===== config.mk =====
export PLATFORM = sky130hd
export DESIGN_NAME = bwd_watchdog
export DESIGN_NICKNAME = d
export VERILOG_FILES = /design/src/hw/bwd_pkg.sv /design/src/hw/bwd_watchdog.sv
export SDC_FILE = /design/constraint.sdc
export NUM_CORES = 1
export LEC_CHECK = 0
export ABC_CLOCK_PERIOD_IN_PS = 4400
export BUFFER_PORTS_ARGS = -buffer_cell sky130_fd_sc_hd__clkbuf_2
export CAP_MARGIN = 30
export CORE_ASPECT_RATIO = 0.6
export CORE_MARGIN = 10
export CORE_UTILIZATION = 60
export DETAILED_ROUTE_END_ITERATION = 6
export PLACE_DENSITY = 0.83
export SLEW_MARGIN = 0
export SYNTH_ARGS = -nofsm -noshare
export SYNTH_HDL_FRONTEND = slang
export SYNTH_SLANG_ARGS = --single-unit

===== constraint.sdc =====
create_clock -name clk -period 4.4 [get_ports clk]
set_input_delay 0.22 -clock clk [delete_from_list [all_inputs] [get_ports clk]]
set_output_delay 0.22 -clock clk [all_outputs]
set_load 0.01 [all_outputs]

===== src/hw/bwd_pkg.sv =====
// Purpose: Shared constants and types for the board watchdog timer
// Assumes: 10 MHz system clock, byte-wide register port
// Notes: Register selects are local to this block's own decode
package bwd_pkg;
    localparam int unsigned CLK_HZ = 10000000;
    localparam int unsigned TICK_PERIOD_S = 1;
    localparam int unsigned TICK_CYCLES = CLK_HZ * TICK_PERIOD_S;
    localparam logic [0:0] SEL_CONTROL = 1'h0;
    localparam logic [0:0] SEL_SECONDS = 1'h1;
    localparam int IRQ_EN_BIT = 7;
    localparam int IRQ_SEL_HI = 6;
    localparam int IRQ_SEL_LO = 4;
    localparam int RESERVED_BIT = 3;
    localparam int BOARD_RST_BIT = 2;
    localparam int RUN_BIT = 1;
    localparam int FIRED_BIT = 0;
    localparam logic [7:0] SECONDS_RESET = 8'h00;
    localparam logic [2:0] IRQ_SEL_RESET = 3'h0;
    localparam int SERIRQ_SLOTS = 16;
    localparam logic [3:0] IRQ3 = 4'h3;
    localparam logic [3:0] IRQ4 = 4'h4;
    localparam logic [3:0] IRQ5 = 4'h5;
    localparam logic [3:0] IRQ6 = 4'h6;
    localparam logic [3:0] IRQ7 = 4'h7;
    localparam logic [3:0] IRQ9 = 4'h9;
    localparam logic [3:0] IRQ10 = 4'hA;
    localparam logic [3:0] IRQ11 = 4'hB;

    typedef struct packed {
        logic interruptEnable;
        logic [2:0] irqLineSelect;
        logic boardRestartAllow;
        logic watchdogRun;
    } bwd_ctrl_t;

    typedef struct packed {
        logic wr;
        logic rd;
        logic [0:0] sel;
        logic [7:0] data;
    } bwd_req_t;
endpackage


===== src/hw/bwd_watchdog.sv =====
// Purpose: Seconds-based board watchdog with sticky fired flag, IRQ slot select and board reset request
// Assumes: Host register port already decoded to two byte registers; one clock at 10 MHz
// Notes: Notes on behaviour list follows
`timescale 1ns/1ps
module bwd_watchdog #(
    parameter int unsigned TICK_CYCLES = bwd_pkg::TICK_CYCLES
)
(
    input wire logic clk,
    input wire logic reset,
    input wire logic clkEnable,
    input wire bwd_pkg::bwd_req_t req,
    output logic [7:0] readData,
    output logic [bwd_pkg::SERIRQ_SLOTS-1:0] irqRequest,
    output logic boardResetRequest,
    output logic watchdogFiredFlag
);
    localparam int CW = $clog2(TICK_CYCLES + 1);
    localparam logic [CW-1:0] TICK_LAST = CW'(TICK_CYCLES - 1);

    bwd_pkg::bwd_ctrl_t ctrl;
    logic [7:0] seconds;
    logic [CW-1:0] prescale;
    logic tick;
    logic fireNow;
    logic wrControl;
    logic wrSeconds;
    logic [7:0] next_seconds;
    logic clearFired;

    function automatic logic [3:0] slotOf(input logic [2:0] s);
        case (s)
            3'h0: slotOf = bwd_pkg::IRQ3;
            3'h1: slotOf = bwd_pkg::IRQ4;
            3'h2: slotOf = bwd_pkg::IRQ5;
            3'h3: slotOf = bwd_pkg::IRQ10;
            3'h4: slotOf = bwd_pkg::IRQ6;
            3'h5: slotOf = bwd_pkg::IRQ7;
            3'h6: slotOf = bwd_pkg::IRQ9;
            default: slotOf = bwd_pkg::IRQ11;
        endcase
    endfunction

    assign wrControl = req.wr && req.sel == bwd_pkg::SEL_CONTROL;
    assign wrSeconds = req.wr && req.sel == bwd_pkg::SEL_SECONDS;
    assign tick = prescale == TICK_LAST;
    assign fireNow = ctrl.watchdogRun && seconds == 8'h00;
    assign clearFired = wrSeconds || (wrControl && !req.data[bwd_pkg::RUN_BIT]);

    // Prescaler runs free so the first second after a reload can be short
    always_ff @(posedge clk or posedge reset)
    begin
        if (reset)
            prescale <= '0;
        else if (clkEnable)
        begin
            if (tick)
                prescale <= '0;
            else
                prescale <= prescale + CW'(1);
        end
    end

    always_ff @(posedge clk or posedge reset)
    begin
        if (reset)
        begin
            ctrl.interruptEnable <= 1'b0;
            ctrl.irqLineSelect <= bwd_pkg::IRQ_SEL_RESET;
            ctrl.boardRestartAllow <= 1'b0;
            ctrl.watchdogRun <= 1'b0;
        end
        else if (clkEnable && wrControl)
        begin
            ctrl.interruptEnable <= req.data[bwd_pkg::IRQ_EN_BIT];
            ctrl.irqLineSelect <= req.data[bwd_pkg::IRQ_SEL_HI:bwd_pkg::IRQ_SEL_LO];
            ctrl.boardRestartAllow <= req.data[bwd_pkg::BOARD_RST_BIT];
            ctrl.watchdogRun <= req.data[bwd_pkg::RUN_BIT];
        end
    end

    always_comb
    begin
        next_seconds = seconds;
        if (wrSeconds)
            next_seconds = req.data;
        else if (ctrl.watchdogRun && tick && seconds != 8'h00)
            next_seconds = seconds - 8'h01;
    end

    always_ff @(posedge clk or posedge reset)
    begin
        if (reset)
            seconds <= bwd_pkg::SECONDS_RESET;
        else if (clkEnable)
            seconds <= next_seconds;
    end

    // Firing wins over a same-cycle clear so no expiry is lost
    always_ff @(posedge clk or posedge reset)
    begin
        if (reset)
            watchdogFiredFlag <= 1'b0;
        else if (clkEnable)
        begin
            if (fireNow)
                watchdogFiredFlag <= 1'b1;
            else if (clearFired)
                watchdogFiredFlag <= 1'b0;
        end
    end

    always_ff @(posedge clk or posedge reset)
    begin
        if (reset)
            boardResetRequest <= 1'b0;
        else if (clkEnable)
            boardResetRequest <= watchdogFiredFlag && ctrl.boardRestartAllow;
    end

    always_ff @(posedge clk or posedge reset)
    begin
        if (reset)
            irqRequest <= '0;
        else if (clkEnable)
        begin
            irqRequest <= '0;
            if (watchdogFiredFlag && ctrl.interruptEnable)
                irqRequest[slotOf(ctrl.irqLineSelect)] <= 1'b1;
        end
    end

    always_ff @(posedge clk or posedge reset)
    begin
        if (reset)
            readData <= '0;
        else if (clkEnable && req.rd)
        begin
            if (req.sel == bwd_pkg::SEL_SECONDS)
                readData <= seconds;
            else
                readData <= {ctrl.interruptEnable, ctrl.irqLineSelect, 1'b0,
                    ctrl.boardRestartAllow, ctrl.watchdogRun, watchdogFiredFlag};
        end
    end

    // Assertion helper: ticks seen since the last reload, to hold expiry against the loaded count
    // Saturates instead of wrapping, so a long run at zero cannot alias back to a live count
    logic [7:0] ticksSinceLoad;
    logic [7:0] lastLoad;

    always_ff @(posedge clk or posedge reset)
    begin
        if (reset)
        begin
            ticksSinceLoad <= '0;
            lastLoad <= bwd_pkg::SECONDS_RESET;
        end
        else if (clkEnable)
        begin
            if (wrSeconds)
            begin
                ticksSinceLoad <= '0;
                lastLoad <= req.data;
            end
            else if (ctrl.watchdogRun && tick && ticksSinceLoad != 8'hFF)
                ticksSinceLoad <= ticksSinceLoad + 8'h01;
        end
    end
endmodule // bwd_watchdog


=== Word level (Yosys, flattened, before mapping) ===
Index checks and enable logic that the tools add are counted.

* Input port bits: 14
* Word-level logic and storage cells: 54
* Bits in read-only memories: 0
* RAM bits: 0
* Bits in registers: 64
* Bits in latches: 0
* Memories: 0
* Output and inout port bits: 26

* Shift-type cells: 0
* Bitwise gates (word level): 1
* Add/subtract/negate cells: 2
* Eq/ne operators: 7
* Multipliers: 0
* Muxes and demuxes: 12
* Order comparisons: 2
* Div/mod/pow operators: 0
* Reductions and logical operators: 20

{| class="wikitable"
|+ Operators by type and width
! cell !! count
|-
| 4-bit case mux with 7 select lines || 1
|-
| 24-bit by 1-bit adder with 24-bit output, second input constant || 1
|-
| 24-bit equality test, second input constant || 1
|-
| 24-bit two-way mux || 1
|-
| 8-bit two-way mux || 3
|-
| 16-bit two-way mux || 1
|-
| 1-bit logical AND || 11
|-
| 3-bit equality test, second input constant || 3
|-
| 8-bit logical NOT || 1
|-
| 4-bit two-way mux || 2
|-
| 8-bit nonzero test || 1
|-
| 8-bit by 1-bit subtractor with 8-bit output, second input constant || 1
|-
| 3-bit by 2-bit equality test with 1-bit output, second input constant || 2
|-
| 4-bit by 5-bit < comparator with 1-bit output, second input constant || 1
|-
| 1-bit demux with 4-bit select || 1
|-
| 4-bit by 1-bit greater-or-equal comparator with 1-bit output, second input constant || 1
|-
| 2-bit AND reduction || 2
|-
| 2-bit nonzero test || 2
|-
| 3-bit by 1-bit equality test with 1-bit output, second input constant || 1
|-
| 3-bit logical NOT || 1
|-
| 1-bit two-way mux || 3
|-
| 1-bit logical NOT || 1
|-
| 1-bit logical OR || 1
|-
| 1-bit inverter || 1
|}

=== Depth between registers and ports, before layout ===
Gate-level depths: netlist (run 1).

* Depth in word-level cells: 9
* Gate-level depth with buffers: 8
* Mapped depth without buffers: 7

=== Worst setup path after synthesis (run 1) ===
OpenSTA, ideal clock, no wires.

* Kind: register to register
* From: register seconds[2]
* To: register seconds[3]
* Path slack: 2302 ps
* Data arrival time: 1977 ps
* Required time: 4279 ps
* Setup time: 121 ps
* Period minus slack after synthesis: 2098 ps
* Stages on the path, launching flop included: 8
* Buffers on the path: 2
* Cell sequence: dfrtp_1 or4_1 buf_2 o311ai_2 and4bb_4 buf_6 o22a_1 o22a_1

* Word-level cells in the longest chain between the ends: 4
* Elaborated cells between the ends (all ways): 7
* Classes of those cells: 1 x add/sub; 2 x mux; 4 x reduce/logical

{| class="wikitable"
|+ RTL lines
! element !! RTL line !! source
|-
| start, declared || bwd_watchdog.sv:22 || <nowiki>logic [7:0] seconds;</nowiki>
|-
| start signal, assigned || bwd_watchdog.sv:94 || <nowiki>seconds <= bwd_pkg::SECONDS_RESET;</nowiki>
|-
| start signal, assigned || bwd_watchdog.sv:96 || <nowiki>seconds <= next_seconds;</nowiki>
|-
| branches (longest 4 deep; another with 8-bit by 1-bit subtractor with 8-bit output) || n/a ||
|}

Parallel ways; which one is timed is not known. The select of a mux whose other input is x is not followed.
A chain may end at the register's enable or synchronous reset.

=== Worst setup path in the final report (run 1) ===
* From: register seconds[2]
* To: register seconds[0]

* Word-level cells in the longest chain between the ends: 4

{| class="wikitable"
|+ RTL lines
! element !! RTL line !! source
|-
| 8-bit nonzero test || bwd_watchdog.sv:87 || <nowiki>else if (ctrl.watchdogRun && tick && seconds != 8'h00)</nowiki>
|-
| 1-bit logical AND || bwd_watchdog.sv:87 ||
|-
| 2-bit nonzero test (no source line) || n/a ||
|-
| 2-bit AND reduction (no source line) || n/a ||
|}

Every way passes these cells.

==> flow_summary.json, run 1 <==
{
  "outcome": "complete, no violations",
  "relSlewSlack": 0.484,
  "synth.distinct_cells": 43,
  "hold_viol": 0,
  "netlist_area_um2": 3080,
  "max_cap_viol_count": 0,
  "clock.fmax_ghz": 0.435,
  "cts.sinks": 64,
  "syn_inst": 303,
  "drt_iter0_drc": 220,
  "cts_setup_buffers": 0,
  "worstPathCellList": "or4_1 > o311ai_2 > and4bb_4 > and2_2 > a211oi_1",
  "critPathArrivalTime_ns": 2.54,
  "synth_xor_area_frac": 0.0541,
  "drtPass1Iterations": 4,
  "yosysTopAreaCellShare": 0.521,
  "drive_gt1_frac": 0.205,
  "synthMuxAreaShare": 0.0447,
  "async_flop_share": 1.00,
  "max_stage_delay_ns": 0.68,
  "netlist_top_cells_count": "dfrtp_1, nor2_1, nand2_1",
  "rsz0062_at_grt": "false",
  "cp_slowest_cell": "or4_1",
  "period_share": 0.523,
  "synthMostInstantiatedCell": "dfrtp_1",
  "clkLatencyLatePin_ns": 0.35,
  "cp-start-kind": "flop",
  "synth_edf_count": 0,
  "ys_warn_count": 0,
  "drt-vias-per-instance": 5.87,
  "cts_buffers": 9,
  "htree_levels": 3,
  "die_width_um": 112,
  "first_global_vias": 2346,
  "nNetsFinal": 358,
  "gp_congestion": 0.922,
  "grt_first_pass_wirelength_um": 11600,
  "final_util": 0.701,
  "yosys.area_share.simple": 0.244,
  "multi_input_comb_area_um2": 1360,
  "synthTopCellsByArea": "dfrtp_1, nor2_1, xnor2_1, nand2_1, nand3_1",
  "grt_use_total": 0.173,
  "reg2regPathDepth": 5,
  "rows": 20,
  "synthAdderAreaFrac": 0.0122,
  "syn_to_final_growth_pct": 14.1,
  "synth_top_family_by_area": "simple AND/OR/NAND/NOR gates",
  "tightest_slew_ns": 0.774,
  "critPathRequiredTime_ns": 4.64,
  "die_height_um": 75.5,
  "ir_worst_vdd_v": 0.000244,
  "initial_core_util": 0.615,
  "fin_area_um2": 3510,
  "setup-tns-final_ns": 0,
  "num_antenna_cells": 0,
  "drc": 0,
  "port_buffers": 39,
  "ys.flop_type": "dfrtp_1",
  "cts_tree": "yes",
  "yosysTopAreaCell": "dfrtp_1",
  "fin_crit_ns": 2.30,
  "vias": 2419,
  "placed_area_um2": 3300,
  "syn_nets": 320,
  "stdcell_count": 412,
  "syn_area_per_cell_um2": 10.2,
  "post-dp-hpwl_um": 4980,
  "root_buffer": "clkbuf_8",
  "clk_pin_slew_ns": 0.07,
  "post_cts_resized": 0,
  "hold_buffers": 0,
  "seqCellArea_um2": 1600,
  "hp-class": "primary input to asynchronous set/reset pin",
  "critPathKind": "flop to flop",
  "cp_max_fo": 14,
  "powerDensity_nw_per_um2": 407,
  "report.final.slew_viol_count": 0,
  "p_leak_nw": 1.58,
  "antenna_found_initial": 0,
  "cp-end-kind": "flop",
  "n_fill_cell": 369,
  "drtAntennaViolNets": 0,
  "clockBufferDepth": 2,
  "skew_ns": 0.00978,
  "io_pins": 40,
  "core_um2": 5000,
  "overflow": 0,
  "dp_cells": 396,
  "routedWlPerCell_um": 16.8,
  "drt-total-wl_um": 6930,
  "synth_compound_area_frac": 0.0874,
  "synth-seq-cells": 64,
  "dieArea_um2": 8490,
  "setup_viol_count_final": 0,
  "grt_max_degree": 65,
  "synth-seq-area-share": 0.521
}
## final timing paths
| check | startpoint | end | slack, ns |
|---|---|---|---|
| worst min-delay path | reset | irqRequest[14]$_DFFE_PP0P_ | 0.08 |
| worst max-delay path | seconds[2]$_DFFE_PP0P_ | seconds[0]$_DFFE_PP0P_ | 2.10 |
| worst min register to register | irqRequest[0]$_DFFE_PP0P_ | irqRequest[0]$_DFFE_PP0P_ | 0.50 |
| worst max register to register | seconds[2]$_DFFE_PP0P_ | seconds[0]$_DFFE_PP0P_ | 2.10 |
| max in group asynchronous | reset | prescale[17]$_DFFE_PP0P_ | 3.81 |
| min in group clk | req[7] | ctrl[5]$_DFFE_PP0P_ | 0.14 |
## cell type report
cell class | count | share of cell area
flip-flops and latches | 64 | 0.456
multi-input cells | 211 | 0.388
repair buffers | 40 | 0.0578
clock buffers | 10 | 0.0392
well taps | 66 | 0.0235
clock inverters | 6 | 0.0193
inverters | 15 | 0.0160
## kinds of logic (layout without fill, tap and decap cells)
logic type / Yosys count / count (layout)
muxes: 13 / 13
AOI/OAI and AO/OA: 39 / 39
DFF: 64 / 64
buffers and inverters: 28 / 71
and+or+nand+nor: 137 / 137
adders and majority gates: 3 / 3
xor gates and xnor gates: 19 / 19
## layer usage
layer / vias to the layer above / part of all wire / GRT usage
met2: 127 / 0.39 / 0.232
met5: - / 0 / 0
met4: 0 / 0.017 / 0.0518
met3: 14 / 0.10 / 0.0888
met1: 1124 / 0.49 / 0.235
li1: 1154 / - / -
## metrics by stage
stage	worst slack [ns]	total power [mW]	hold slack, ns
final	2.10	1.43	0.0772
after global routing	1.93	1.50	0.121
after CTS	2.10	1.44	0.0983
after detailed placement	1.90	0.924	0.476
after global placement	1.99	0.914	0.474
after floorplan	2.30	0.854	0.371
## cell usage in the layout, fill, tap and decap left out, types with 8 or more instances in the layout
master / count
dfrtp_1: 64
clkbuf_2: 39
nor2_1: 29
nand2_1: 22
nand3_1: 15
inv_1: 14
xnor2_1: 11
nor2b_1: 10
clkbuf_8: 10
nor3_1: 9
o22ai_1: 9
nand4_1: 9
nand2b_1: 8
a21oi_1: 8
xor2_1: 8
## state kept, by name (all words and copies together) (netlist names)
| name | flops |
|---|---|
| boardResetRequest | 1 |
| ctrl | 6 |
| irqRequest | 16 |
| prescale | 24 |
| readData | 8 |
| seconds | 8 |
| watchdogFiredFlag | 1 |
## power by group
group	leakage [nW]	total [mW]	internal [mW]	switching [mW]
registers	0.821	0.724	0.647	0.0770
clock network	0.0989	0.510	0.278	0.232
logic	0.663	0.194	0.0868	0.107
## critical path: cells and delay by family, from the launching register on
kind / cells / cell delay [ns]
compound gates: 2 / 0.55
simple gates: 3 / 1.19
flops: 1 / 0.45
Note: power is estimated with default switching activity, not from simulation.
==> run 2, diff against run 1 <==
--- a/config.mk
+++ b/config.mk
@@ -5,14 +5,15 @@
 export SDC_FILE = /design/constraint.sdc
 export NUM_CORES = 1
 export LEC_CHECK = 0
-export ABC_CLOCK_PERIOD_IN_PS = 4400
+export ABC_AREA = 1
+export ABC_CLOCK_PERIOD_IN_PS = 2100
 export BUFFER_PORTS_ARGS = -buffer_cell sky130_fd_sc_hd__clkbuf_2
 export CAP_MARGIN = 30
 export CORE_ASPECT_RATIO = 0.6
 export CORE_MARGIN = 10
-export CORE_UTILIZATION = 60
+export CORE_UTILIZATION = 53
 export DETAILED_ROUTE_END_ITERATION = 6
-export PLACE_DENSITY = 0.83
+export PLACE_DENSITY = 0.77
 export SLEW_MARGIN = 0
 export SYNTH_ARGS = -nofsm -noshare
 export SYNTH_HDL_FRONTEND = slang
==> constraint.sdc (replaced) <==
create_clock -name clk -period 2.1 [get_ports clk]
set_input_delay 0.105 -clock clk [delete_from_list [all_inputs] [get_ports clk]]
set_output_delay 0.105 -clock clk [all_outputs]
set_load 0.01 [all_outputs]
==> run 2 against run 1 <==
Compared with the run above:
- non-clock buffer count up 3
- critical path type unchanged
- maximum frequency up 36%
- highest routed layer unchanged
- sequential share of layout area down 5.8 points
- wire length up 26%
- synthesized cell count up 52%
- clock power rose to 2.8 times the previous value
- sequential cell count unchanged
- worst hold slack worse by 0.020 ns
- combinational power rose to 3.4 times the previous value
- critical path depth up 4
- die area up 21%
- design area up 15%
==> flow_summary.json, run 2 <==
{
  "clock.fmax_ghz": 0.593,
  "max_cap_viol_count": 0,
  "period_share": 0.804,
  "reg2regPathDepth": 9,
  "top_regs": "prescale x24, irqRequest x16",
  "syn_area_per_cell_um2": 7.50,
  "cts_tree": "yes",
  "rsz0062_at_grt": "false",
  "skew_ns": 0.00706,
  "grt_first_pass_wirelength_um": 14400,
  "syn_to_final_growth_pct": 16.4,
  "nNetsFinal": 524,
  "setup_viol_count_final": 0,
  "grt_use_total": 0.171,
  "powerDensity_nw_per_um2": 914,
  "critPathArrivalTime_ns": 1.96,
  "first_global_vias": 2863,
  "cp-start-kind": "flop",
  "synth.distinct_cells": 34,
  "drt-total-wl_um": 8720,
  "drt-vias-per-instance": 5.33,
  "vias": 3176,
  "core_um2": 6220,
  "hold_depth": 3,
  "die_height_um": 82.6,
  "final_util": 0.647,
  "cp_max_fo": 9,
  "rows": 22,
  "outcome": "complete, no violations",
  "tightest_slew_ns": 0.558,
  "yosysTopAreaCell": "dfrtp_1",
  "ir_worst_vdd_v": 0.000611,
  "hp-class": "primary input to flop",
  "clkLatencyLatePin_ns": 0.33,
  "p_leak_nw": 2.07,
  "final_cell_mix": "nand2_1, nor2_1, inv_1, dfrtp_1, clkbuf_2",
  "report.final.slew_viol_count": 0,
  "largest_register_ffs": 24,
  "fin_crit_ns": 1.69,
  "clk_pin_slew_ns": 0.08,
  "ys_warn_count": 0,
  "gp_congestion": 0.935,
  "yosysTopAreaCellShare": 0.463,
  "drt_iter0_drc": 382,
  "relSlewSlack": 0.627,
  "cp-end-kind": "flop",
  "drtPass1Iterations": 5,
  "max_stage_delay_ns": 0.44,
  "ys.flop_type": "dfrtp_1",
  "cp_slowest_cell": "dfrtp_1",
  "netlist_area_um2": 3460,
  "initial_core_util": 0.556,
  "io_pins": 40,
  "synthTopCellsByArea": "dfrtp_1, nand2_1, nor2_1, inv_1, nand3_1",
  "port_buffers": 39,
  "synth-seq-area-share": 0.463,
  "root_buffer": "clkbuf_8",
  "post-dp-hpwl_um": 6490,
  "final_common_cell": "nand2_1",
  "async_flop_share": 1.00,
  "drtAntennaViolNets": 0,
  "syn_nets": 478,
  "clockBufferDepth": 2,
  "num_antenna_cells": 0,
  "synth-seq-cells": 64,
  "critPathKind": "flop to flop",
  "setup-tns-final_ns": 0,
  "cts_setup_buffers": 0,
  "p_total_mw": 3.68,
  "htree_levels": 3,
  "dp_cells": 579,
  "netlist_top_cells_count": "nand2_1, nor2_1, inv_1",
  "synth_edf_count": 0,
  "synthMostInstantiatedCell": "nand2_1",
  "worstPathCellList": "inv_1 > ha_1 > nand3_1 > nor2_1 > nor2_1 > nand3_4 > nand2_4 > nand2_1 > nand2_1",
  "hold_buffers": 1,
  "top_register": "prescale",
  "stdcell_count": 596,
  "routedWlPerCell_um": 14.6,
  "post_cts_resized": 0,
  "syn_inst": 461,
  "antenna_found_initial": 0,
  "critPathRequiredTime_ns": 2.37,
  "drive_gt1_frac": 0.152,
  "dieArea_um2": 10300,
  "cts_buffers": 9,
  "cts.sinks": 64,
  "overflow": 0,
  "grt_max_degree": 41,
  "drc": 0,
  "hold_viol": 0,
  "die_width_um": 124,
  "hold_slack_ns": 0.0569
}
==> run 2: cell types whose count changed after synthesis, sizes merged, moves of 8 or more <==
cell / before / now
o21ai: 5 / 30
o22ai: 9 / 0
a21oi: 8 / 18
nand2b: 8 / 0
nor2b: 10 / 0
nand3: 15 / 41
nand2: 22 / 120
inv: 15 / 67
nor2: 29 / 72
==> run 2: cell families after synthesis <==
| logic type | Yosys count | share of synthesized area |
|---|---|---|
| AO/OA/AOI/OAI | 54 | 0.0836 |
| flip-flops | 64 | 0.463 |
| AND/OR/NAND/NOR | 252 | 0.326 |
| adder cells (fa/ha/maj) | 3 | 0.0109 |
| XOR/XNOR | 11 | 0.0279 |
| buffers and inverters | 77 | 0.0879 |
==> run 2: area by class of cell <==
type,instances,area (um^2)
clock buffer,9,124
clock inverter,7,143
inverter,69,260
tap,84,105
sequential,64,1600
multi-input combinational,320,1550
fill,535,2200
timing repair buffer,43,240
==> run 2: worst paths after layout <==
kind | to | slack, ns | from
max | seconds[3]$_DFFE_PP0P_ | 0.41 | seconds[0]$_DFFE_PP0P_
min | ctrl[5]$_DFFE_PP0P_ | 0.06 | req[7]
max reg2reg | seconds[3]$_DFFE_PP0P_ | 0.41 | seconds[0]$_DFFE_PP0P_
min reg2reg | irqRequest[1]$_DFFE_PP0P_ | 0.49 | irqRequest[1]$_DFFE_PP0P_
max in group asynchronous | prescale[9]$_DFFE_PP0P_ | 1.14 | reset
min in group asynchronous | seconds[0]$_DFFE_PP0P_ | 0.36 | reset
==> run 2: worst max-delay path: cells and delay by family, from the launching register on <==
family        cells  cell delay [ns]
buf+inv           1             0.12
fa+ha+maj         1             0.22
simple gates      7             0.83
flops             1             0.44
==> run 2: per-layer routing <==
metal | vias to the layer above | wire length (um) | share of wire | GRT usage
li1 | 1553 | - | - | -
met1 | 1456 | 4210 | 0.48 | 0.246
met2 | 160 | 3510 | 0.40 | 0.242
met3 | 7 | 949 | 0.11 | 0.0573
met4 | 0 | 55 | 0.0063 | 0.0394
met5 | - | 0 | 0 | 0
==> run 2: per-stage QoR <==
step	area [um^2]	setup WS, ns
2_1_floorplan	3460	0.397
3_3_place_gp	3750	0.477
3_5_place_dp	3750	0.454
4_1_cts	4030	0.436
5_1_grt	4030	0.361
6_report	4030	0.412
==> run 2: where the power goes <==
group / total, mW / switching [mW] / internal, mW
sequential: 1.60 / 0.205 / 1.40
combinational: 0.661 / 0.421 / 0.241
clock: 1.41 / 0.501 / 0.913
total: 3.68 / 1.13 / 2.55
